### config.mk
export PLATFORM = sky130hd
export DESIGN_NAME = motor_lock_fault_response
export DESIGN_NICKNAME = d
export VERILOG_FILES = /design/src/include/fault_resp_pkg.sv /design/src/design/retry_interval_timer.sv /design/src/design/motor_lock_fault_response.sv
export SDC_FILE = /design/constraint.sdc
export NUM_CORES = 1
export LEC_CHECK = 0
export ABC_AREA = 1
export ABC_CLOCK_PERIOD_IN_PS = 13430
export BUFFER_PORTS_ARGS = -buffer_cell sky130_fd_sc_hd__buf_4
export CAP_MARGIN = 20
export CORE_MARGIN = 3
export CORE_UTILIZATION = 45
export DETAILED_ROUTE_END_ITERATION = 12
export MAX_ROUTING_LAYER = met4
export SKIP_LAST_GASP = 1
export SLEW_MARGIN = 40
export SYNTH_ARGS = -nofsm -noshare
export SYNTH_HDL_FRONTEND = slang
export SYNTH_SLANG_ARGS = --single-unit
### constraint.sdc
create_clock -name MCLK_IN -period 13.43 [get_ports MCLK_IN]
set_clock_uncertainty 0.15 [all_clocks]
set_input_delay 2.0145 -clock MCLK_IN [delete_from_list [all_inputs] [get_ports MCLK_IN]]
set_output_delay 2.0145 -clock MCLK_IN [all_outputs]
set_load 0.05 [all_outputs]
### src/include/fault_resp_pkg.sv
package fault_resp_pkg;

  // ------------------------------------------------------------
  // Register map (byte addresses, one word each)
  // ------------------------------------------------------------
  localparam int          ADDR_W        = 8;
  localparam logic [7:0]  ADDR_CFG      = 8'h00;
  localparam logic [7:0]  ADDR_LIMIT    = 8'h04;
  localparam logic [7:0]  ADDR_CTRL     = 8'h08;
  localparam logic [7:0]  ADDR_STATUS   = 8'h0c;
  localparam logic [7:0]  ADDR_IRQ_STAT = 8'h10;
  localparam logic [7:0]  ADDR_IRQ_MASK = 8'h14;

  // ------------------------------------------------------------
  // Field layout of fault_response_config
  // ------------------------------------------------------------
  localparam int          RETRY_LSB     = 7;
  localparam int          RETRY_W       = 4;
  localparam int          CRC_MODE_BIT  = 6;
  localparam int          LOCK_MODE_LSB = 3;
  localparam int          LOCK_MODE_W   = 3;
  localparam int          POS_TO_EN_BIT = 2;
  localparam int          POS_FQ_EN_BIT = 1;
  localparam int          SAT_EN_BIT    = 0;
  localparam logic [10:0] CFG_RESET     = 11'h000;
  localparam int          CTRL_CLR_BIT  = 0;
  localparam int          IRQ_W         = 4;
  localparam int          IRQ_LOCK      = 0;
  localparam int          IRQ_CRC       = 1;
  localparam int          IRQ_LATCH     = 2;
  localparam int          IRQ_RETRY     = 3;

  // ------------------------------------------------------------
  // Timing
  // ------------------------------------------------------------
  localparam int          CLK_HZ        = 25_000_000;
  localparam int          HZ_PER_KHZ    = 1000;
  localparam int          MS_W          = 14;
  localparam logic [13:0] RETRY0_MS     = 14'h12c;
  localparam logic [13:0] RETRY1_MS     = 14'h1f4;
  localparam logic [13:0] RETRY_STEP_MS = 14'h3e8;

  // ------------------------------------------------------------
  // Encodings
  // ------------------------------------------------------------
  typedef enum logic [2:0] {
    LM_LATCH_TRI  = 3'b000,
    LM_LATCH_LOW  = 3'b001,
    LM_LATCH_HIGH = 3'b010,
    LM_RETRY_TRI  = 3'b011,
    LM_RETRY_LOW  = 3'b100,
    LM_RETRY_HIGH = 3'b101,
    LM_REPORT     = 3'b110,
    LM_OFF        = 3'b111
  } lock_mode_t;

  typedef enum logic [1:0] {
    GATE_RUN  = 2'b00,
    GATE_TRI  = 2'b01,
    GATE_LOW  = 2'b10,
    GATE_HIGH = 2'b11
  } gate_t;

  typedef enum logic [1:0] {
    ST_IDLE    = 2'b00,
    ST_RETRY   = 2'b01,
    ST_LATCHED = 2'b10
  } state_t;

endpackage

### src/design/retry_interval_timer.sv
`timescale 1ns/100ps
`default_nettype none

module retry_interval_timer #(
  parameter int unsigned CYCLES_PER_MS = fault_resp_pkg::CLK_HZ / fault_resp_pkg::HZ_PER_KHZ
) (
  input  wire logic        clk_in,
  input  wire logic        rst_in,
  input  wire logic        start_in,
  input  wire logic [13:0] ms_in,
  output logic             done_out
);

  logic [31:0] pre_reg;
  logic [13:0] ms_reg;
  logic [13:0] target_reg;
  logic        busy_reg;

  // Millisecond enable pulse; the prescaler only runs while timing
  wire ms_tick = busy_reg && (pre_reg == 32'(CYCLES_PER_MS - 1));
  wire last_ms = ms_tick && (ms_reg == target_reg - 14'h0001);

  always_ff @(posedge clk_in or posedge rst_in) begin
    if (rst_in) begin
      pre_reg    <= 32'h0;
      ms_reg     <= 14'h0;
      target_reg <= 14'h0;
      busy_reg   <= 1'b0;
      done_out   <= 1'b0;
    end else begin
      // No end pulse for an interval that a restart discards
      done_out <= last_ms && !start_in;
      if (start_in) begin
        // A restart discards any interval still running
        pre_reg    <= 32'h0;
        ms_reg     <= 14'h0;
        target_reg <= ms_in;
        busy_reg   <= 1'b1;
      end else if (busy_reg) begin
        pre_reg <= ms_tick ? 32'h0 : pre_reg + 32'h1;
        if (ms_tick) begin
          ms_reg <= ms_reg + 14'h0001;
        end
        if (last_ms) begin
          busy_reg <= 1'b0;
        end
      end
    end
  end
endmodule

`default_nettype wire

### src/design/motor_lock_fault_response.sv
`timescale 1ns/100ps
`default_nettype none

// ------------------------------------------------------------
// ------------------------------------------------------------

module motor_lock_fault_response #(
  parameter int unsigned CYCLES_PER_MS = fault_resp_pkg::CLK_HZ / fault_resp_pkg::HZ_PER_KHZ,
  parameter int unsigned LIMIT_W       = 4
) (
  input  wire logic        MCLK_IN,
  input  wire logic        RST_IN,
  input  wire logic [7:0]  ADDR_IN,
  input  wire logic [31:0] WDATA_IN,
  input  wire logic        WR_IN,
  input  wire logic        RD_IN,
  output logic      [31:0] RDATA_OUT,
  input  wire logic        LOCK_DET_IN,
  input  wire logic        CRC_ERR_IN,
  input  wire logic        POS_TIMEOUT_IN,
  input  wire logic        POS_FREQ_IN,
  input  wire logic        CUR_SAT_IN,
  input  wire logic        SPD_SAT_IN,
  output logic             FAULT_N_OUT,
  output logic      [1:0]  GATE_MODE_OUT,
  output logic             POS_TIMEOUT_FAULT_OUT,
  output logic             POS_FREQ_FAULT_OUT,
  output logic             CUR_SAT_OUT,
  output logic             SPD_SAT_OUT,
  output logic             IRQ_OUT
);

  // ------------------------------------------------------------
  // Register storage
  // ------------------------------------------------------------
  logic [10:0]                         cfg_reg;
  logic [LIMIT_W-1:0]                  limit_reg;
  logic [fault_resp_pkg::IRQ_W-1:0]    irq_stat_reg;
  logic [fault_resp_pkg::IRQ_W-1:0]    irq_stat_next;
  logic [fault_resp_pkg::IRQ_W-1:0]    irq_mask_reg;
  logic [LIMIT_W-1:0]                  retry_cnt_reg;
  logic [LIMIT_W-1:0]                  retry_cnt_next;
  fault_resp_pkg::state_t              state_reg;
  fault_resp_pkg::state_t              state_next;
  fault_resp_pkg::gate_t               gate_next;
  logic                                crc_rep_reg;
  logic                                crc_rep_next;
  logic                                lock_d_reg;
  logic                                timer_start;
  logic                                timer_done;
  logic [31:0]                         rd_mux;

  // ------------------------------------------------------------
  // Bus decode
  // ------------------------------------------------------------
  wire sel_cfg   = (ADDR_IN == fault_resp_pkg::ADDR_CFG);
  wire sel_limit = (ADDR_IN == fault_resp_pkg::ADDR_LIMIT);
  wire sel_ctrl  = (ADDR_IN == fault_resp_pkg::ADDR_CTRL);
  wire sel_stat  = (ADDR_IN == fault_resp_pkg::ADDR_STATUS);
  wire sel_istat = (ADDR_IN == fault_resp_pkg::ADDR_IRQ_STAT);
  wire sel_imask = (ADDR_IN == fault_resp_pkg::ADDR_IRQ_MASK);

  wire clr_cmd   = WR_IN && sel_ctrl && WDATA_IN[fault_resp_pkg::CTRL_CLR_BIT];
  wire irq_w1c   = WR_IN && sel_istat;

  // ------------------------------------------------------------
  // Configuration fields
  // ------------------------------------------------------------
  wire [3:0] retry_code = cfg_reg[fault_resp_pkg::RETRY_LSB +: fault_resp_pkg::RETRY_W];
  wire       crc_report = cfg_reg[fault_resp_pkg::CRC_MODE_BIT];
  wire [2:0] mode_bits  = cfg_reg[fault_resp_pkg::LOCK_MODE_LSB +: fault_resp_pkg::LOCK_MODE_W];
  wire       pos_to_en  = cfg_reg[fault_resp_pkg::POS_TO_EN_BIT];
  wire       pos_fq_en  = cfg_reg[fault_resp_pkg::POS_FQ_EN_BIT];
  wire       sat_en     = cfg_reg[fault_resp_pkg::SAT_EN_BIT];

  fault_resp_pkg::lock_mode_t lock_mode;
  assign lock_mode = fault_resp_pkg::lock_mode_t'(mode_bits);

  // Interval in milliseconds from the retry code
  wire [13:0] retry_ms =
    (retry_code == 4'h0) ? fault_resp_pkg::RETRY0_MS :
    (retry_code == 4'h1) ? fault_resp_pkg::RETRY1_MS :
    14'(({10'h000, retry_code} - 14'h0001) * fault_resp_pkg::RETRY_STEP_MS);

  wire latch_mode = (lock_mode == fault_resp_pkg::LM_LATCH_TRI)  ||
                    (lock_mode == fault_resp_pkg::LM_LATCH_LOW)  ||
                    (lock_mode == fault_resp_pkg::LM_LATCH_HIGH);
  wire auto_mode  = (lock_mode == fault_resp_pkg::LM_RETRY_TRI)  ||
                    (lock_mode == fault_resp_pkg::LM_RETRY_LOW)  ||
                    (lock_mode == fault_resp_pkg::LM_RETRY_HIGH);

  // Power stage action that a lock asks for in the selected mode
  fault_resp_pkg::gate_t mode_gate;
  always_comb begin
    unique case (lock_mode)
      fault_resp_pkg::LM_LATCH_TRI,
      fault_resp_pkg::LM_RETRY_TRI:  mode_gate = fault_resp_pkg::GATE_TRI;
      fault_resp_pkg::LM_LATCH_LOW,
      fault_resp_pkg::LM_RETRY_LOW:  mode_gate = fault_resp_pkg::GATE_LOW;
      fault_resp_pkg::LM_LATCH_HIGH,
      fault_resp_pkg::LM_RETRY_HIGH: mode_gate = fault_resp_pkg::GATE_HIGH;
      fault_resp_pkg::LM_REPORT,
      fault_resp_pkg::LM_OFF:        mode_gate = fault_resp_pkg::GATE_RUN;
    endcase
  end

  wire crc_latch_evt = CRC_ERR_IN && !crc_report;
  wire crc_rep_evt   = CRC_ERR_IN && crc_report;
  wire lock_rep      = LOCK_DET_IN && (lock_mode == fault_resp_pkg::LM_REPORT);
  wire limit_hit     = (retry_cnt_reg >= limit_reg);
  wire lock_rise     = LOCK_DET_IN && !lock_d_reg &&
                       (lock_mode != fault_resp_pkg::LM_OFF);

  // ------------------------------------------------------------
  // Fault state machine
  // ------------------------------------------------------------
  always_comb begin
    state_next     = state_reg;
    gate_next      = fault_resp_pkg::gate_t'(GATE_MODE_OUT);
    retry_cnt_next = retry_cnt_reg;
    timer_start    = 1'b0;
    unique case (state_reg)
      fault_resp_pkg::ST_IDLE: begin
        if (crc_latch_evt) begin
          state_next = fault_resp_pkg::ST_LATCHED;
          gate_next  = fault_resp_pkg::GATE_TRI;
        end else if (LOCK_DET_IN && latch_mode) begin
          state_next = fault_resp_pkg::ST_LATCHED;
          gate_next  = mode_gate;
        end else if (LOCK_DET_IN && auto_mode) begin
          gate_next = mode_gate;
          if (limit_hit) begin
            state_next = fault_resp_pkg::ST_LATCHED;
          end else begin
            state_next  = fault_resp_pkg::ST_RETRY;
            timer_start = 1'b1;
          end
        end
      end
      fault_resp_pkg::ST_RETRY: begin
        if (crc_latch_evt) begin
          state_next = fault_resp_pkg::ST_LATCHED;
          gate_next  = fault_resp_pkg::GATE_TRI;
        end else if (timer_done) begin
          // Auto-clear; a lock still present re-enters on the next cycle
          state_next     = fault_resp_pkg::ST_IDLE;
          gate_next      = fault_resp_pkg::GATE_RUN;
          retry_cnt_next = retry_cnt_reg + LIMIT_W'(1);
        end
      end
      fault_resp_pkg::ST_LATCHED: begin
        if (clr_cmd) begin
          state_next = fault_resp_pkg::ST_IDLE;
          gate_next  = fault_resp_pkg::GATE_RUN;
        end
      end
      default: begin
        state_next = fault_resp_pkg::ST_IDLE;
        gate_next  = fault_resp_pkg::GATE_RUN;
      end
    endcase
    if (clr_cmd) begin
      retry_cnt_next = '0;
    end
  end

  // Set wins over a clear arriving in the same cycle
  assign crc_rep_next = crc_rep_evt || (crc_rep_reg && !clr_cmd);

  wire [fault_resp_pkg::IRQ_W-1:0] irq_evt = {
    timer_done && (state_reg == fault_resp_pkg::ST_RETRY),
    (state_next == fault_resp_pkg::ST_LATCHED) &&
      (state_reg != fault_resp_pkg::ST_LATCHED),
    CRC_ERR_IN,
    lock_rise
  };
  wire [fault_resp_pkg::IRQ_W-1:0] irq_clr =
    irq_w1c ? WDATA_IN[fault_resp_pkg::IRQ_W-1:0] : '0;
  assign irq_stat_next = irq_evt | (irq_stat_reg & ~irq_clr);

  retry_interval_timer #(
    .CYCLES_PER_MS (CYCLES_PER_MS)
  ) u_timer (
    .clk_in   (MCLK_IN),
    .rst_in   (RST_IN),
    .start_in (timer_start),
    .ms_in    (retry_ms),
    .done_out (timer_done)
  );

  // ------------------------------------------------------------
  // Read mux
  // ------------------------------------------------------------
  always_comb begin
    rd_mux = 32'h0;
    if (sel_cfg) begin
      rd_mux = {21'h000000, cfg_reg};
    end else if (sel_limit) begin
      rd_mux = 32'(limit_reg);
    end else if (sel_stat) begin
      rd_mux = {16'h0000, 8'(retry_cnt_reg), 3'h0, crc_rep_reg, GATE_MODE_OUT, state_reg};
    end else if (sel_istat) begin
      rd_mux = 32'(irq_stat_reg);
    end else if (sel_imask) begin
      rd_mux = 32'(irq_mask_reg);
    end
  end

  // ------------------------------------------------------------
  // Registers
  // ------------------------------------------------------------
  always_ff @(posedge MCLK_IN or posedge RST_IN) begin
    if (RST_IN) begin
      cfg_reg      <= fault_resp_pkg::CFG_RESET;
      limit_reg    <= '0;
      irq_mask_reg <= '0;
      irq_stat_reg <= '0;
    end else begin
      if (WR_IN && sel_cfg) begin
        cfg_reg <= WDATA_IN[10:0];
      end
      if (WR_IN && sel_limit) begin
        limit_reg <= WDATA_IN[LIMIT_W-1:0];
      end
      if (WR_IN && sel_imask) begin
        irq_mask_reg <= WDATA_IN[fault_resp_pkg::IRQ_W-1:0];
      end
      irq_stat_reg <= irq_stat_next;
    end
  end

  always_ff @(posedge MCLK_IN or posedge RST_IN) begin
    if (RST_IN) begin
      state_reg     <= fault_resp_pkg::ST_IDLE;
      retry_cnt_reg <= '0;
      crc_rep_reg   <= 1'b0;
      lock_d_reg    <= 1'b0;
    end else begin
      state_reg     <= state_next;
      retry_cnt_reg <= retry_cnt_next;
      crc_rep_reg   <= crc_rep_next;
      lock_d_reg    <= LOCK_DET_IN;
    end
  end

  // Outputs straight from flops, so they lag their cause by one edge
  always_ff @(posedge MCLK_IN or posedge RST_IN) begin
    if (RST_IN) begin
      RDATA_OUT             <= 32'h0;
      FAULT_N_OUT           <= 1'b1;
      GATE_MODE_OUT         <= fault_resp_pkg::GATE_RUN;
      POS_TIMEOUT_FAULT_OUT <= 1'b0;
      POS_FREQ_FAULT_OUT    <= 1'b0;
      CUR_SAT_OUT           <= 1'b0;
      SPD_SAT_OUT           <= 1'b0;
      IRQ_OUT               <= 1'b0;
    end else begin
      RDATA_OUT             <= RD_IN ? rd_mux : 32'h0;
      FAULT_N_OUT           <= !((state_next != fault_resp_pkg::ST_IDLE) ||
                                 crc_rep_next || lock_rep);
      GATE_MODE_OUT         <= gate_next;
      POS_TIMEOUT_FAULT_OUT <= POS_TIMEOUT_IN && pos_to_en;
      POS_FREQ_FAULT_OUT    <= POS_FREQ_IN && pos_fq_en;
      CUR_SAT_OUT           <= CUR_SAT_IN && sat_en;
      SPD_SAT_OUT           <= SPD_SAT_IN && sat_en;
      IRQ_OUT               <= |(irq_stat_next & irq_mask_reg);
    end
  end
endmodule

`default_nettype wire

==> results.yml <==
clock_tree:
  cts_resized: 0
  clkSinkCount: 111
  root_buffer: "clkbuf_16"
  clk_path_buf_depth: 2
  cts_max_level: 3
  cts_buffers: 9
  insertion_delay_ps: 370
  clkSlewWorstSetupHoldPaths_ps: 80
  cts_tree: "yes"
  ctsHoldBuffers: 0
  post_cts.repair.setup_buffers: 0
worst_setup_path:
  slowest_stage: "fa_1"
  cp_max_fo: 7
  path_buf_inv: 4
  worst_setup_path_end_kind: "flip-flop"
  criticalPathCategory: "reg2reg"
  crit_path_max_incr_delay_ps: 500
  cpLargestDelayFamily: "adder cells"
  crit_arrival_ps: 4920
  path_cells: "inv_1 > ha_1 > nand2_1 > inv_1 > ha_1 > ha_1 > fa_1 > inv_1 > fa_1 > inv_1 > ha_1 > nand3_1 > nand3_1 > nand2_1 > nand2_1 > a21oi_1 > xor2_1 > o22ai_1"
  start_kind: "flip-flop"
  critPathRequiredTime_ps: 13520
finish:
  diodes: 0
  design_area_um2: 8330
  largest_reg_flops: 32
  final_common_cell: "nand2_1"
  most-common-layout-cells: "234 x nand2_1, 143 x inv_1, 110 x dfrtp_1"
  nets: 1154
  drive_above_1_share_pct: 8.03
  final_cells: 1274
  area_growth_pct: 11.0
place:
  dpl.hpwl_um: 13900
  placedInstanceArea_um2: 8010
  place_inst: 1259
  finalWeightedCongestion: 0.928
  port_buffers: 48
sta:
  setup_tns_ps: 0
  fin_crit_sh_pct: 36.0
  relSlewSlack_pct: 50.7
  fin_crit_ps: 4830
  slew_violations: 0
  max_freq_mhz: 207
  rsz0062_at_grt: "no"
  worst_slew_pin_slew_ps: 737
  finalHoldViolations: 0
  setup_viol: 0
detailed_routing:
  avgRoutedWirePerCell_um: 14.5
  ant_nets: 0
  vias: 6432
  drt-pass1-iter-count: 5
  finalWirelength_um: 18500
  routed_via_density: 5.05
  initialDrtViolationCount: 337
  drc: 0
grt:
  antenna_found_initial: 0
  grt_overflow: 0
  grt_use_total_pct: 21.5
  grt_max_degree: 70
  grt_pass1_vias: 6078
  grt_pass1_wl_um: 30400
worst_hold_path:
  hold_class: "reg2reg"
synth:
  synthesis.area_um2: 7510
  postSynthAreaPerCell_um2: 7.46
  synth_edf_count: 0
  synthFlopType: "dfrtp_1"
  seq_area_frac_synth_pct: 37.0
  synthTopCellsByArea: "dfrtp_1 37%, nand2_1 12%, inv_1 7.2%, ha_1 6.5%, nor2_1 5.4%"
  ys_warn_count: 0
  netlist_instances: 1007
  ys_types: 47
  yosys.area.top_type_share_pct: 36.7
  ys_ff_latch: 111
  async_flop_share_pct: 100
  yosysTopAreaCell: "dfrtp_1"
die:
  core_area_um2: 16100
  design.portCount: 90
  rows: 46
  initial_core_util_pct: 46.6
  die_h_um: 135
  fp.dieW_um: 135
  fp.dieArea_um2: 18300
power:
  leakage_nw: 4.24
  power.density_nw_per_um2: 103
  peakVddDrop_mv: 0.0653
run_status:
  status: "completed"
run:
  max_cap_viol_count: 0
==> where the power goes <==
| group | internal, mW | total (mW) | switching (mW) |
|---|---|---|---|
| Combinational | 0.0661 | 0.183 | 0.117 |
| Sequential | 0.350 | 0.370 | 0.0202 |
| Clock | 0.166 | 0.301 | 0.135 |
==> tightest hold or removal path, cell delays in order, from the launching register on <==
cell     delay (ps)
dfrtp_1         350
nand2_1          50
o21ai_0          60
==> cell type report <==
class,instances,area (µm²)
multi-input cells,735,4030
clock inverters,5,91.3
well taps,216,270
flip-flops and latches,111,2780
inverters,148,559
fillers,1623,7780
repair buffers,49,372
clock buffers,10,229
==> worst paths after layout <==
check                                    startpoint                            endpoint  slack [ps]  cells past startpoint
max                          cfg_reg[7]$_DFFE_PP0P_  u_timer.target_reg[12]$_DFFE_PP0P_        8600                     18
min                        limit_reg[1]$_DFFE_PP0P_            limit_reg[1]$_DFFE_PP0P_         340                      2
max reg2reg                  cfg_reg[7]$_DFFE_PP0P_  u_timer.target_reg[12]$_DFFE_PP0P_        8600                     18
min reg2reg                limit_reg[1]$_DFFE_PP0P_            limit_reg[1]$_DFFE_PP0P_         340                      2
max in group asynchronous                    RST_IN       u_timer.ms_reg[3]$_DFFE_PP0P_       10560                      3
min in group asynchronous                    RST_IN              RDATA_OUT[5]$_DFF_PP0_        1550                      2
==> routing by layer <==
metal | vias up | part of all wire (%) | track usage (%)
met5 | - | 0 | -
met4 | 0 | 1.4 | 5.32
met3 | 19 | 4.5 | 3.42
met2 | 143 | 46 | 33.6
met1 | 2950 | 48 | 29.6
li1 | 3320 | - | -
==> cells in the mapped netlist (4+ instances only) <==
cell type and number:
nand4_1 32, fa_1 11, ha_1 39, nand2_1 234, xor2_1 28, nand2_2 4, nand3b_1 4, dfrtp_1 110
clkbuf_1 4, o21ai_0 57, o21ai_1 4, o31ai_1 4, a21oi_1 40, buf_4 20, nor3_1 30, buf_2 6
o22ai_1 11, inv_1 144, nor2_1 108, nor4_1 6, nand3_1 60, o21a_1 6, xnor2_1 10
==> kinds of logic after synthesis <==
kind of cell	count (synthesis)	share of synthesized area (%)
compound gates	133	9.95
xor+xnor	38	4.43
fa+ha+maj	50	9.43
buf+inv	180	10.2
flops	111	37.0
mux	1	0.133
other cells	1	0.0500
simple gates	493	28.8
==> stage by stage <==
| step | power (mW) | hold slack [ps] | setup slack, ps | utilization, % |
|---|---|---|---|---|
| 6_report | 0.854 | 345 | 8600 | 51.7 |
| 3_3_place_gp | 0.558 | 320 | 8580 | 49.7 |
| 3_5_place_dp | 0.560 | 329 | 8530 | 49.7 |
| 5_1_grt | 0.900 | 383 | 8210 | 51.7 |
| 2_1_floorplan | 0.518 | 297 | 8340 | - |
| 4_1_cts | 0.861 | 348 | 8520 | 51.7 |
Power figures use the tool's default switching activity.
